## src/common/pod_pkg.sv

```systemverilog
// --------------------------------------------------------------------------
// Shared constants and carriers of the peak and overlevel detector
// --------------------------------------------------------------------------
package pod_pkg;

    // Sample width of the filtered datapath, number of phases and register address width.
    localparam int POD_DATA_W = 24;
    localparam int POD_NPH = 3;
    localparam int POD_ADDR_W = 8;

    // Register byte addresses.
    localparam logic [7:0] POD_ADDR_VPK = 8'h00;
    localparam logic [7:0] POD_ADDR_IPK = 8'h04;
    localparam logic [7:0] POD_ADDR_OVL = 8'h08;
    localparam logic [7:0] POD_ADDR_OIL = 8'h0c;
    localparam logic [7:0] POD_ADDR_CYC = 8'h10;
    localparam logic [7:0] POD_ADDR_MODE = 8'h14;
    localparam logic [7:0] POD_ADDR_ST1 = 8'h18;
    localparam logic [7:0] POD_ADDR_MSK1 = 8'h1c;
    localparam logic [7:0] POD_ADDR_PHST = 8'h20;

    // Field positions.
    localparam int POD_SEL_LSB = 2;
    localparam int POD_PKPH_LSB = 24;
    localparam int POD_ST_OI = 17;
    localparam int POD_ST_OV = 18;
    localparam int POD_ST_PKI = 23;
    localparam int POD_ST_PKV = 24;
    localparam int POD_PH_OI_LSB = 3;
    localparam int POD_PH_OV_LSB = 9;

    // Largest magnitude the filter can produce, the reset values, and the largest and most negative 24-bit codes.
    localparam logic [23:0] POD_FULL_SCALE = 24'h5a7540;
    localparam logic [23:0] POD_LVL_RST = 24'h5a7540;
    localparam logic [7:0] POD_CYC_RST = 8'h10;
    localparam logic [23:0] POD_ABS_MAX = 24'h7fffff;
    localparam logic [23:0] POD_MOST_NEG = 24'h800000;

    // One valid set of per-phase signed samples.
    typedef struct packed {
        logic [POD_NPH-1:0][POD_DATA_W-1:0] volt;
        logic [POD_NPH-1:0][POD_DATA_W-1:0] curr;
    } pod_samples_t;

    // One register access request.
    typedef struct packed {
        logic wr;
        logic rd;
        logic [POD_ADDR_W-1:0] addr;
        logic [31:0] wdata;
    } pod_regreq_t;

endpackage

```

## src/logic/pod_detector.sv

```systemverilog
// Contract
// - Track largest absolute sample per channel period.
// - Period counts half cycles via zero crossings.
// - Mode bits 4:2 select phases A, B, C.
// - All selected phases advance one period counter.
// - Peak result marks source phase, one-hot.
// - Peak result updates only at period end.
// - Period end sets current-peak flag bit 23.
// - Period end sets voltage-peak flag bit 24.
// - Enabled set flag drives interrupt low.
// - Write one clears flag; interrupt then releases.
// - Period-count write with selection resets counter.
// - Compare absolute samples against 24-bit levels.
// - Overvoltage sets flag 18 and phase bits.
// - Clearing flag 18 clears overvoltage phase bits.
// - Overcurrent sets flag 17 and phase bits.
// - Clearing flag 17 clears overcurrent phase bits.
// - Full-scale level never detects anything.
// - Zero level detects on every valid sample.
// - Levels read as words, upper byte zero.
`timescale 1ns/1ps

module pod_detector
    import pod_pkg::*;
#(
    parameter int CYC_W = 8
) (
    input wire logic clk_sys,
    input wire logic rst_b,
    input wire pod_samples_t samples,
    input wire logic sampleValid,
    input wire logic [POD_NPH-1:0] zeroCross,
    input wire pod_regreq_t regReq,
    output logic [31:0] regRdData,
    output logic interruptOut_n
);

    // ----------------------------------------------------------------------
    // Parameter check
    // ----------------------------------------------------------------------

    // One byte at most on the port, yet wide enough for the reset of 16.
    if (CYC_W < 5 || CYC_W > 8) begin : gBadCycW
        $error("CYC_W must lie between 5 and 8");
    end

    // ----------------------------------------------------------------------
    // Storage
    // ----------------------------------------------------------------------

    logic [23:0] ovLevel_ff;              // Overvoltage level.
    logic [23:0] oiLevel_ff;              // Overcurrent level.
    logic [CYC_W-1:0] peakCycles_ff;      // Half cycles per period.
    logic [POD_NPH-1:0] phaseSel_ff;      // Peak phase selection.
    logic [3:0] irqMask_ff;               // Mask of the four flags.
    logic [CYC_W-1:0] zcCount_ff;         // Zero crossings so far.
    logic [23:0] runMaxV_ff;              // Running voltage maximum.
    logic [23:0] runMaxI_ff;              // Running current maximum.
    logic [POD_NPH-1:0] runPhV_ff;        // Phase of voltage maximum.
    logic [POD_NPH-1:0] runPhI_ff;        // Phase of current maximum.
    logic [23:0] peakV_ff;                // Reported voltage peak.
    logic [23:0] peakI_ff;                // Reported current peak.
    logic [POD_NPH-1:0] peakPhV_ff;       // Reported voltage phase.
    logic [POD_NPH-1:0] peakPhI_ff;       // Reported current phase.
    logic ovFlag_ff;                      // Sticky overvoltage flag.
    logic oiFlag_ff;                      // Sticky overcurrent flag.
    logic pkiFlag_ff;                     // Sticky current-peak flag.
    logic pkvFlag_ff;                     // Sticky voltage-peak flag.
    logic [POD_NPH-1:0] overvoltage_phase_bits_ff;       // Overvoltage phase bits.
    logic [POD_NPH-1:0] overcurrent_phase_bits_ff;       // Overcurrent phase bits.

    // ----------------------------------------------------------------------
    // Decode and per-phase magnitudes
    // ----------------------------------------------------------------------

    logic wrCyc, wrMode, wrSt1, wrMsk, wrOvl, wrOil;
    logic [POD_NPH-1:0][23:0] absV;
    logic [POD_NPH-1:0][23:0] absI;
    logic [POD_NPH-1:0] vOver;
    logic [POD_NPH-1:0] iOver;

    assign wrCyc = regReq.wr && regReq.addr == POD_ADDR_CYC;
    assign wrMode = regReq.wr && regReq.addr == POD_ADDR_MODE;
    assign wrSt1 = regReq.wr && regReq.addr == POD_ADDR_ST1;
    assign wrMsk = regReq.wr && regReq.addr == POD_ADDR_MSK1;
    assign wrOvl = regReq.wr && regReq.addr == POD_ADDR_OVL;
    assign wrOil = regReq.wr && regReq.addr == POD_ADDR_OIL;

    // Magnitude of a signed sample; the most negative code saturates
    // because its true magnitude does not fit in the same width.
    function automatic logic [23:0] absOf(input logic [23:0] s);
        if (s == POD_MOST_NEG) begin
            return POD_ABS_MAX;
        end
        return s[23] ? 24'(-s) : s;
    endfunction

    // Each phase gets its magnitude and its instantaneous comparisons.
    // A zero level detects even a zero sample, which a strict greater
    // than would miss; full scale is never exceeded by any sample.
    for (genvar p = 0; p < POD_NPH; p++) begin : gPhase
        assign absV[p] = absOf(samples.volt[p]);
        assign absI[p] = absOf(samples.curr[p]);
        assign vOver[p] = sampleValid &&
            (absV[p] > ovLevel_ff || ovLevel_ff == 24'h000000);
        assign iOver[p] = sampleValid &&
            (absI[p] > oiLevel_ff || oiLevel_ff == 24'h000000);
    end

    // ----------------------------------------------------------------------
    // Period timing
    // ----------------------------------------------------------------------

    logic [1:0] zcHits;
    logic [CYC_W:0] zcSum;
    logic periodEnd;
    logic periodRestart;

    // Crossings of every selected phase count toward the same period,
    // so selecting more phases shortens the period in proportion.
    assign zcHits = {1'b0, zeroCross[0] & phaseSel_ff[0]}
        + {1'b0, zeroCross[1] & phaseSel_ff[1]}
        + {1'b0, zeroCross[2] & phaseSel_ff[2]};
    assign zcSum = {1'b0, zcCount_ff} + (CYC_W+1)'(zcHits);
    assign periodEnd = zcHits != 2'b00
        && zcSum >= {1'b0, peakCycles_ff};
    // Rewriting the period count with phases selected starts afresh so
    // that the first result really spans a whole period.
    assign periodRestart = wrCyc && phaseSel_ff != '0;

    // The counter runs whatever software does; only a period end or a
    // restart brings it back to zero.
    always_ff @(posedge clk_sys or negedge rst_b) begin
        if (!rst_b) begin
            zcCount_ff <= '0;
        end else if (periodRestart || periodEnd) begin
            zcCount_ff <= '0;
        end else begin
            zcCount_ff <= zcSum[CYC_W-1:0];
        end
    end

    // ----------------------------------------------------------------------
    // Running maxima
    // ----------------------------------------------------------------------

    logic [23:0] nxt_runMaxV, nxt_runMaxI;
    logic [POD_NPH-1:0] nxt_runPhV, nxt_runPhI;

    // Among the selected phases the largest new magnitude wins; on a
    // tie the lower phase keeps the mark.
    always_comb begin
        nxt_runMaxV = runMaxV_ff;
        nxt_runMaxI = runMaxI_ff;
        nxt_runPhV = runPhV_ff;
        nxt_runPhI = runPhI_ff;
        for (int p = 0; p < POD_NPH; p++) begin
            if (sampleValid && phaseSel_ff[p]) begin
                if (absV[p] > nxt_runMaxV) begin
                    nxt_runMaxV = absV[p];
                    nxt_runPhV = POD_NPH'(1) << p;
                end
                if (absI[p] > nxt_runMaxI) begin
                    nxt_runMaxI = absI[p];
                    nxt_runPhI = POD_NPH'(1) << p;
                end
            end
        end
    end

    // Samples of the closing cycle go to the closing period; the next
    // period then starts from zero.
    always_ff @(posedge clk_sys or negedge rst_b) begin
        if (!rst_b) begin
            runMaxV_ff <= '0;
            runMaxI_ff <= '0;
            runPhV_ff <= '0;
            runPhI_ff <= '0;
        end else if (periodEnd || periodRestart) begin
            runMaxV_ff <= '0;
            runMaxI_ff <= '0;
            runPhV_ff <= '0;
            runPhI_ff <= '0;
        end else begin
            runMaxV_ff <= nxt_runMaxV;
            runMaxI_ff <= nxt_runMaxI;
            runPhV_ff <= nxt_runPhV;
            runPhI_ff <= nxt_runPhI;
        end
    end

    // The reported results move only at a period end and then hold for
    // the whole of the following period.
    always_ff @(posedge clk_sys or negedge rst_b) begin
        if (!rst_b) begin
            peakV_ff <= '0;
            peakI_ff <= '0;
            peakPhV_ff <= '0;
            peakPhI_ff <= '0;
        end else if (periodEnd) begin
            peakV_ff <= nxt_runMaxV;
            peakI_ff <= nxt_runMaxI;
            peakPhV_ff <= nxt_runPhV;
            peakPhI_ff <= nxt_runPhI;
        end
    end

    // ----------------------------------------------------------------------
    // Configuration registers
    // ----------------------------------------------------------------------

    // Software settings; level writes keep only the low 24 bits.
    always_ff @(posedge clk_sys or negedge rst_b) begin
        if (!rst_b) begin
            ovLevel_ff <= POD_LVL_RST;
            oiLevel_ff <= POD_LVL_RST;
            peakCycles_ff <= POD_CYC_RST[CYC_W-1:0];
            phaseSel_ff <= '0;
            irqMask_ff <= '0;
        end else begin
            if (wrOvl) begin
                ovLevel_ff <= regReq.wdata[23:0];
            end
            if (wrOil) begin
                oiLevel_ff <= regReq.wdata[23:0];
            end
            if (wrCyc) begin
                peakCycles_ff <= regReq.wdata[CYC_W-1:0];
            end
            if (wrMode) begin
                phaseSel_ff <= regReq.wdata[POD_SEL_LSB +: POD_NPH];
            end
            if (wrMsk) begin
                irqMask_ff <= {regReq.wdata[POD_ST_PKV],
                    regReq.wdata[POD_ST_PKI], regReq.wdata[POD_ST_OV],
                    regReq.wdata[POD_ST_OI]};
            end
        end
    end

    // ----------------------------------------------------------------------
    // Sticky flags
    // ----------------------------------------------------------------------

    logic clrOv, clrOi, clrPki, clrPkv;
    logic nxt_ovFlag, nxt_oiFlag, nxt_pkiFlag, nxt_pkvFlag;

    // A one clears, a zero leaves alone; an event in the clearing cycle
    // still sets the flag, so no event is ever lost.
    assign clrOv = wrSt1 && regReq.wdata[POD_ST_OV];
    assign clrOi = wrSt1 && regReq.wdata[POD_ST_OI];
    assign clrPki = wrSt1 && regReq.wdata[POD_ST_PKI];
    assign clrPkv = wrSt1 && regReq.wdata[POD_ST_PKV];
    assign nxt_ovFlag = (vOver != '0) || (ovFlag_ff && !clrOv);
    assign nxt_oiFlag = (iOver != '0) || (oiFlag_ff && !clrOi);
    assign nxt_pkiFlag = periodEnd || (pkiFlag_ff && !clrPki);
    assign nxt_pkvFlag = periodEnd || (pkvFlag_ff && !clrPkv);

    // Status flags and the phase bits that go with them.
    always_ff @(posedge clk_sys or negedge rst_b) begin
        if (!rst_b) begin
            ovFlag_ff <= 1'b0;
            oiFlag_ff <= 1'b0;
            pkiFlag_ff <= 1'b0;
            pkvFlag_ff <= 1'b0;
            overvoltage_phase_bits_ff <= '0;
            overcurrent_phase_bits_ff <= '0;
        end else begin
            ovFlag_ff <= nxt_ovFlag;
            oiFlag_ff <= nxt_oiFlag;
            pkiFlag_ff <= nxt_pkiFlag;
            pkvFlag_ff <= nxt_pkvFlag;
            overvoltage_phase_bits_ff <= vOver | (clrOv ? '0 : overvoltage_phase_bits_ff);
            overcurrent_phase_bits_ff <= iOver | (clrOi ? '0 : overcurrent_phase_bits_ff);
        end
    end

    // ----------------------------------------------------------------------
    // Interrupt output
    // ----------------------------------------------------------------------

    // Built from the next flag values so the pin falls on the same edge
    // that sets the flag, and rises on the edge that clears the last one.
    always_ff @(posedge clk_sys or negedge rst_b) begin
        if (!rst_b) begin
            interruptOut_n <= 1'b1;
        end else begin
            interruptOut_n <= ~|({nxt_pkvFlag, nxt_pkiFlag, nxt_ovFlag,
                nxt_oiFlag} & irqMask_ff);
        end
    end

    // ----------------------------------------------------------------------
    // Read port
    // ----------------------------------------------------------------------

    logic [31:0] rdMux;

    // Unused bits and unmapped addresses read as zero. Reads have no
    // side effect, so the host order of status then phase status is
    // safe to repeat.
    always_comb begin
        rdMux = 32'h00000000;
        if (regReq.addr == POD_ADDR_VPK) begin
            rdMux[23:0] = peakV_ff;
            rdMux[POD_PKPH_LSB +: POD_NPH] = peakPhV_ff;
        end else if (regReq.addr == POD_ADDR_IPK) begin
            rdMux[23:0] = peakI_ff;
            rdMux[POD_PKPH_LSB +: POD_NPH] = peakPhI_ff;
        end else if (regReq.addr == POD_ADDR_OVL) begin
            rdMux[23:0] = ovLevel_ff;
        end else if (regReq.addr == POD_ADDR_OIL) begin
            rdMux[23:0] = oiLevel_ff;
        end else if (regReq.addr == POD_ADDR_CYC) begin
            rdMux[CYC_W-1:0] = peakCycles_ff;
        end else if (regReq.addr == POD_ADDR_MODE) begin
            rdMux[POD_SEL_LSB +: POD_NPH] = phaseSel_ff;
        end else if (regReq.addr == POD_ADDR_ST1) begin
            rdMux[POD_ST_OI] = oiFlag_ff;
            rdMux[POD_ST_OV] = ovFlag_ff;
            rdMux[POD_ST_PKI] = pkiFlag_ff;
            rdMux[POD_ST_PKV] = pkvFlag_ff;
        end else if (regReq.addr == POD_ADDR_MSK1) begin
            rdMux[POD_ST_OI] = irqMask_ff[0];
            rdMux[POD_ST_OV] = irqMask_ff[1];
            rdMux[POD_ST_PKI] = irqMask_ff[2];
            rdMux[POD_ST_PKV] = irqMask_ff[3];
        end else if (regReq.addr == POD_ADDR_PHST) begin
            rdMux[POD_PH_OI_LSB +: POD_NPH] = overcurrent_phase_bits_ff;
            rdMux[POD_PH_OV_LSB +: POD_NPH] = overvoltage_phase_bits_ff;
        end
    end

    // Read data is registered and holds until the next read.
    always_ff @(posedge clk_sys or negedge rst_b) begin
        if (!rst_b) begin
            regRdData <= 32'h00000000;
        end else if (regReq.rd) begin
            regRdData <= rdMux;
        end
    end

endmodule

```

## config.mk

```make
export PLATFORM = sky130hd
export DESIGN_NAME = pod_detector
export DESIGN_NICKNAME = d
export VERILOG_FILES = /design/src/common/pod_pkg.sv /design/src/logic/pod_detector.sv
export SDC_FILE = /design/constraint.sdc
export NUM_CORES = 1
export LEC_CHECK = 0
export BUFFER_PORTS_ARGS = -buffer_cell sky130_fd_sc_hd__buf_2
export CORE_MARGIN = 5
export CORE_UTILIZATION = 30
export CTS_BUF_LIST = sky130_fd_sc_hd__clkbuf_16
export DETAILED_ROUTE_END_ITERATION = 12
export GPL_ROUTABILITY_DRIVEN = 0
export HOLD_SLACK_MARGIN = 0.05
export SLEW_MARGIN = 20
export SYNTH_ARGS = -nofsm -noshare
export SYNTH_HDL_FRONTEND = slang
export SYNTH_SLANG_ARGS = --single-unit
export TNS_END_PERCENT = 5
```

## constraint.sdc

```tcl
create_clock -name clk_sys -period 7.3 [get_ports clk_sys]
set_clock_uncertainty 0.15 [all_clocks]
set_input_delay 0.73 -clock clk_sys [delete_from_list [all_inputs] [get_ports clk_sys]]
set_output_delay 0.73 -clock clk_sys [all_outputs]
set_load 0.05 [all_outputs]
```

# == Word-level counts from Yosys, hierarchy flattened ==
# Cells that the tools add are included.
# totals
reg_bits,217
input_bits,192
out_inout_bits,33
wordCells,203
# op_classes
add_sub_neg,9
order_cmp,13
n_eq_ne,14
mux,90
bitwise_logic,6
reduce_logical,49
# ops
cell,n
$mux W24,33
$gt A24 B24 Y1,12
$eq A24 B24 Y1 const B,6
$neg A24 Y24,6
$mux W3,25
$logic_not A24 Y1,2
$eq A8 B5 Y1 const B,4
$mux W27,1
$mux W2,13
$logic_and A1 B1 Y1,25
$mux W25,1
$eq A8 B4 Y1 const B,2
$mux W8,2
$mux W1,12
$logic_or A1 B1 Y1,11
$add A8 B2 Y9,1
$ge A9 B8 Y1,1
$reduce_bool A3 Y1,3
$eq A8 B3 Y1 const B,1
$eq A8 B6 Y1 const B,1
$logic_not A8 Y1,1
$mux W4,2
$or A3 B3 Y3,2
$logic_not A1 Y1,5
other kinds (7),9

# == Depth between registers and ports, before layout ==
# depth
word_depth,13
ltp_mapped,42
ltp_nobuf,33

# == Worst setup path before layout ==
# OpenSTA, ideal clock, no wires.
# synth_timing
path_type,input -> register
start,input port samples[78] in the netlist's numbering
end,register peakV_ff[19]
setup_ps,125
arrival_ps,8755
t_required_ps,7025
setup_slack_ps,-1730
stages,31
n_path_buf,5
cell_sequence,nor4_1 nand4_1 or4_1 a211oi_1 a31oi_1 ha_1 nand4_1 nor4_1 o31ai_1 a21oi_1 clkbuf_1 mux2i_1 ha_1 nand4_1 nor4_1 a221o_1 a211o_1 o21a_1 clkbuf_1 clkbuf_1 mux2i_1 ha_1 a21o_1 a21oi_1 o221ai_1 a2111oi_0 a21o_1 clkbuf_1 clkbuf_1 o221ai_1 mux2_2
# synth_via
elab_chain_cells,12
elab_cells_between_ends,14
cone_classes,1 x add/sub; 3 x order compare; 1 x eq/ne; 9 x mux
# synth_lines
item,line,text
from (decl),pod_detector.sv:30,"input wire pod_samples_t samples,"
$neg A24 Y24 or $eq A24 B24 Y1 (tied branches),"pod_detector.sv:95, pod_detector.sv:92",
$mux W24 or $mux W1 (tied branches),"pod_detector.sv:95, pod_detector.sv:92",
$mux W24 (*),pod_detector.sv:95,return s[23] ? 24'(-s) : s;
$gt A24 B24 Y1,pod_detector.sv:159,if (absV[p] > nxt_runMaxV) begin
$mux W24 (*),pod_detector.sv:159,
$mux W24 (*),pod_detector.sv:158,if (sampleValid && phaseSel_ff[p]) begin
$gt A24 B24 Y1,pod_detector.sv:159,
$mux W24,pod_detector.sv:159,
$mux W24 (*),pod_detector.sv:158,
$gt A24 B24 Y1,pod_detector.sv:159,
$mux W24,pod_detector.sv:159,
$mux W24 (*),pod_detector.sv:158,
to (signal assigned),pod_detector.sv:201,peakV_ff <= nxt_runMaxV;
to (decl),pod_detector.sv:61,logic [23:0] peakV_ff;
# Mark *: on every way between the ends. The rest lies on a longest branch, timed or not.
# A chain may end at the register's enable or synchronous reset.

# == Final worst setup path ==
# layout_timing
start,input port samples[9] in the netlist's numbering
end,register runMaxI_ff[18]
# layout_via
elab_chain_cells,13
elab_cells_between_ends,15
cone_classes,1 x add/sub; 3 x order compare; 1 x eq/ne; 10 x mux
# layout_lines
item,line,text
$neg A24 Y24 or $eq A24 B24 Y1 (tied branches),"pod_detector.sv:95, pod_detector.sv:92",
$mux W24 or $mux W1 (tied branches),"pod_detector.sv:95, pod_detector.sv:92",
$mux W24 (*),pod_detector.sv:95,
$gt A24 B24 Y1,pod_detector.sv:163,if (absI[p] > nxt_runMaxI) begin
$mux W24 (*),pod_detector.sv:163,
$mux W24 (*),pod_detector.sv:158,
$gt A24 B24 Y1,pod_detector.sv:163,
$mux W24,pod_detector.sv:163,
$mux W24 (*),pod_detector.sv:158,
$gt A24 B24 Y1,pod_detector.sv:163,
$mux W24,pod_detector.sv:163,
$mux W24 (*),pod_detector.sv:158,
$mux W24 (*),pod_detector.sv:179,end else if (periodEnd || periodRestart) begin
to (signal assigned),pod_detector.sv:186,runMaxI_ff <= nxt_runMaxI;
to (decl),pod_detector.sv:58,logic [23:0] runMaxI_ff;
# Marked as above.

==> impl_metrics.yaml <==
clock_network:
  cts_buffers: 26
  tritoncts: "yes"
  clock_latency_ns: 0.56
  clock_path_buffers: 3
  clkTransAtPathRegs_ns: 0.07
  clockRootBuffer: "clkbuf_16"
  numClockSinks: 217
  htreeDepth: 1
  cts_hold_buf: 0
floorplanning:
  die-area_mm2: 0.0759
  rows: 97
  die_x_um: 275
  die_h_um: 275
  start_util_pct: 30.2
  core_mm2: 0.0699
  num_io_pins: 225
sta:
  slew_headroom_pct: 19.3
  worstMarginPinSlew_ns: 1.20
  finalMaxSlewViolations: 0
  grt_setup_unrepaired: "yes"
  max_freq_ghz: 0.127
  period_share_pct: 108
  setup_viol: 108
  fin_crit_ns: 7.86
  layout_setup_ws_ns: -0.558
  hold_viol: 0
  hold_ws_ns: 0.0909
critical_path:
  critPathRequiredTime_ns: 7.66
  slowest_delay_ns: 0.56
  critical_path.most_common_cell: "nand2_2"
  cp_slowest_cell: "or4_4"
  crit_family: "simple AND/OR/NAND/NOR gates"
  crit_path_start_kind: "input port"
  critPathMaxFanout: 7
  cp_num_buf_inv: 7
  worstSetupPathType: "in2reg"
  cp_data_arrival_time_ns: 8.22
  end_kind: "register"
route:
  drc_errors: 0
  drtIter0Drc: 1979
  antenna_left: 0
  drt_pass1_iterations: 9
  wl_per_cell_um: 21.6
  wl_um: 87900
  vias_per_cell: 5.56
  via_count: 22700
power_and_ir_drop:
  power_leakage_nw: 12.9
  p_int_mw: 3.98
  p_sw_share_pct: 41.3
  peakVddDrop_v: 0.000161
  power.share.clock_pct: 20.5
  p_sw_mw: 2.80
  powerDensity_mw_per_mm2: 234
  p_comb_share_pct: 52.5
  pwr-share-seq_pct: 27.0
synth:
  synth_seq_area_share_pct: 25.8
  ys.warnings.count: 0
  synth_top_family_by_area: "compound AO/OA/AOI/OAI gates"
  synth_xor_area_share_pct: 3.85
  async_flop_share_pct: 100
  muxShareOfSynthArea_pct: 6.86
  synth.top_cell.area_share_pct: 23.1
  synthSimpleGateAreaFrac_pct: 19.4
  synth-main-ff-cell: "dfrtp_1"
  synth_cells: 2557
  yosysMostFrequentCell: "ha_1"
  synth_commonest_cells: "304 x ha_1, 284 x nand2_1, 195 x dfrtp_1"
  yosysTopAreaCell: "dfrtp_1"
  syn_area_mm2: 0.0211
  synth.avg_cell_area_um2: 8.27
  yosys.area_share.adder_pct: 18.2
  synth_cell_types: 81
  synth_compound_area_share_pct: 20.9
  ys_ff_latch: 217
  yosys-top-cells-area: "dfrtp_1 23%, ha_1 18%, nand2_1 5.0%, mux2_2 4.8%, a21oi_1 4.3%"
  synth_enable_flop_cells: 0
grt:
  grt_overflow: 0
  grt_pass1_vias: 21600
  grt_first_pass_wirelength_um: 129000
  antenna_found_initial: 7
  grt.total_usage_pct: 21.9
  grt_max_degree: 113
placed_design:
  dp.cells: 3973
  io_buffers: 212
  dp_hpwl_um: 71300
layout:
  utilization_pct: 41.5
  fill_cells: 7023
  nets: 3616
  drive_gt1_share_pct: 33.2
  area_growth_pct: 37.3
  fin_cells: 4080
run:
  drv_cap: 0
run_status:
  violations: "negative setup slack"
  status: "finished with violations"
min_path:
  hp-class: "in2async"
-- power groups by stage --
stage / registers, mW / logic (mW) / clock network [mW]
after CTS: 1.81 / 3.24 / 1.40
after floorplan: 1.68 / 1.84 / 0
after global routing: 1.84 / 3.89 / 1.44
after detailed placement: 1.82 / 3.06 / 0
after global placement: 1.82 / 3.02 / 0
final: 1.83 / 3.56 / 1.39
-- worst reg2reg max path, delay by kind of cell (launching register included) --
family          cells  cell delay (ns)
compound gates     10             2.32
fa+ha+maj           3             0.83
buf+inv             6             0.81
flops               1             0.42
mux                 2             0.51
simple gates        9             1.49
-- area by class of cell --
class	count	area [µm²]	area share, %
sequential	217	5460	18.8
multi-input combinational	2070	16200	55.9
tap	940	1180	4.05
inverter	166	638	2.20
antenna	2	5.00	0.0172
clock buffer	26	651	2.24
timing repair buffer	637	4610	15.9
clock inverter	22	249	0.858
-- what timing repair did --
item / in CTS / in global routing
endpoints found under the hold margin: 0 / 0
gates cloned: 1 / 5
pin swaps: 26 / 69
buffers inserted: 26 / 28
endpoints found under the setup margin: 108 / 108
resized for setup: 116 / 162
-- routing by layer --
metal / share of wire, % / track usage [%]
met4: 5.5 / 9.59
met2: 45 / 35.8
met5: 0.023 / 0
met1: 42 / 29.2
met3: 7.3 / 2.48
-- sequential cells by signal (all words and copies together), names as in the netlist, 4 cells and up --
signal,flops
regRdData,27
oiLevel_ff,24
ovLevel_ff,24
peakI_ff,24
peakV_ff,24
runMaxI_ff,24
runMaxV_ff,24
peakCycles_ff,8
zcCount_ff,8
irqMask_ff,4
-- layout by cell type, fill, tap and decap left out, drive strengths merged, types with 26 or more instances in the layout --
cell / netlist / layout
a211oi: 32 / 32
mux2i: 41 / 41
nor3: 62 / 62
and2: 35 / 35
o211ai: 36 / 36
xor2: 73 / 73
nor4: 43 / 43
a21oi: 183 / 183
nand3: 60 / 60
buf: 11 / 634
a21o: 26 / 26
a22oi: 43 / 43
nand4: 68 / 68
a31oi: 54 / 54
nand2: 284 / 284
o31ai: 49 / 49
inv: 166 / 170
dfrtp: 195 / 195
clkbuf: 97 / 29
o21ai: 128 / 128
nor2: 190 / 190
ha: 304 / 304
mux2: 92 / 92
-- path summary, 6_finish.rpt --
check	start	endpoint	slack, ns	cells after the start
min reg2reg	overvoltage_phase_bits_ff[1]$_DFF_PN0_	overvoltage_phase_bits_ff[1]$_DFF_PN0_	0.34	1
max reg2reg	runMaxV_ff[23]$_DFF_PN0_	peakV_ff[21]$_DFFE_PN0P_	0.65	30
min in group clk_sys	regReq[16]	oiLevel_ff[16]$_DFFE_PN0P_	0.28	2
max in group asynchronous	rst_b	runPhV_ff[0]$_DFF_PN0_	5.60	2
min	rst_b	zcCount_ff[4]$_DFF_PN0_	0.09	1
max	samples[9]	runMaxI_ff[18]$_DFF_PN0_	-0.56	35
-- logic make-up (layout without fill, tap and decap cells) --
group | Yosys count | count (layout)
fa+ha+maj | 306 | 306
compound gates | 677 | 677
simple gates | 856 | 856
flops | 217 | 217
buf+inv | 274 | 851
xor+xnor | 93 | 93
other cells | 1 | 7
mux | 133 | 133
-- through the flow --
stage	setup WS (ns)	setup TNS, ns	area, µm²	total power, mW
global route	-0.813	-61.11	29000	7.17
global placement	-1.37	-112.11	26300	4.84
floorplan	-0.445	-29.87	21800	3.52
finish	-0.558	-33.64	29000	6.78
CTS	-0.380	-25.59	28000	6.45
detailed placement	-1.38	-114.77	26300	4.88
No activity file was read; power rests on OpenSTA's default activity.
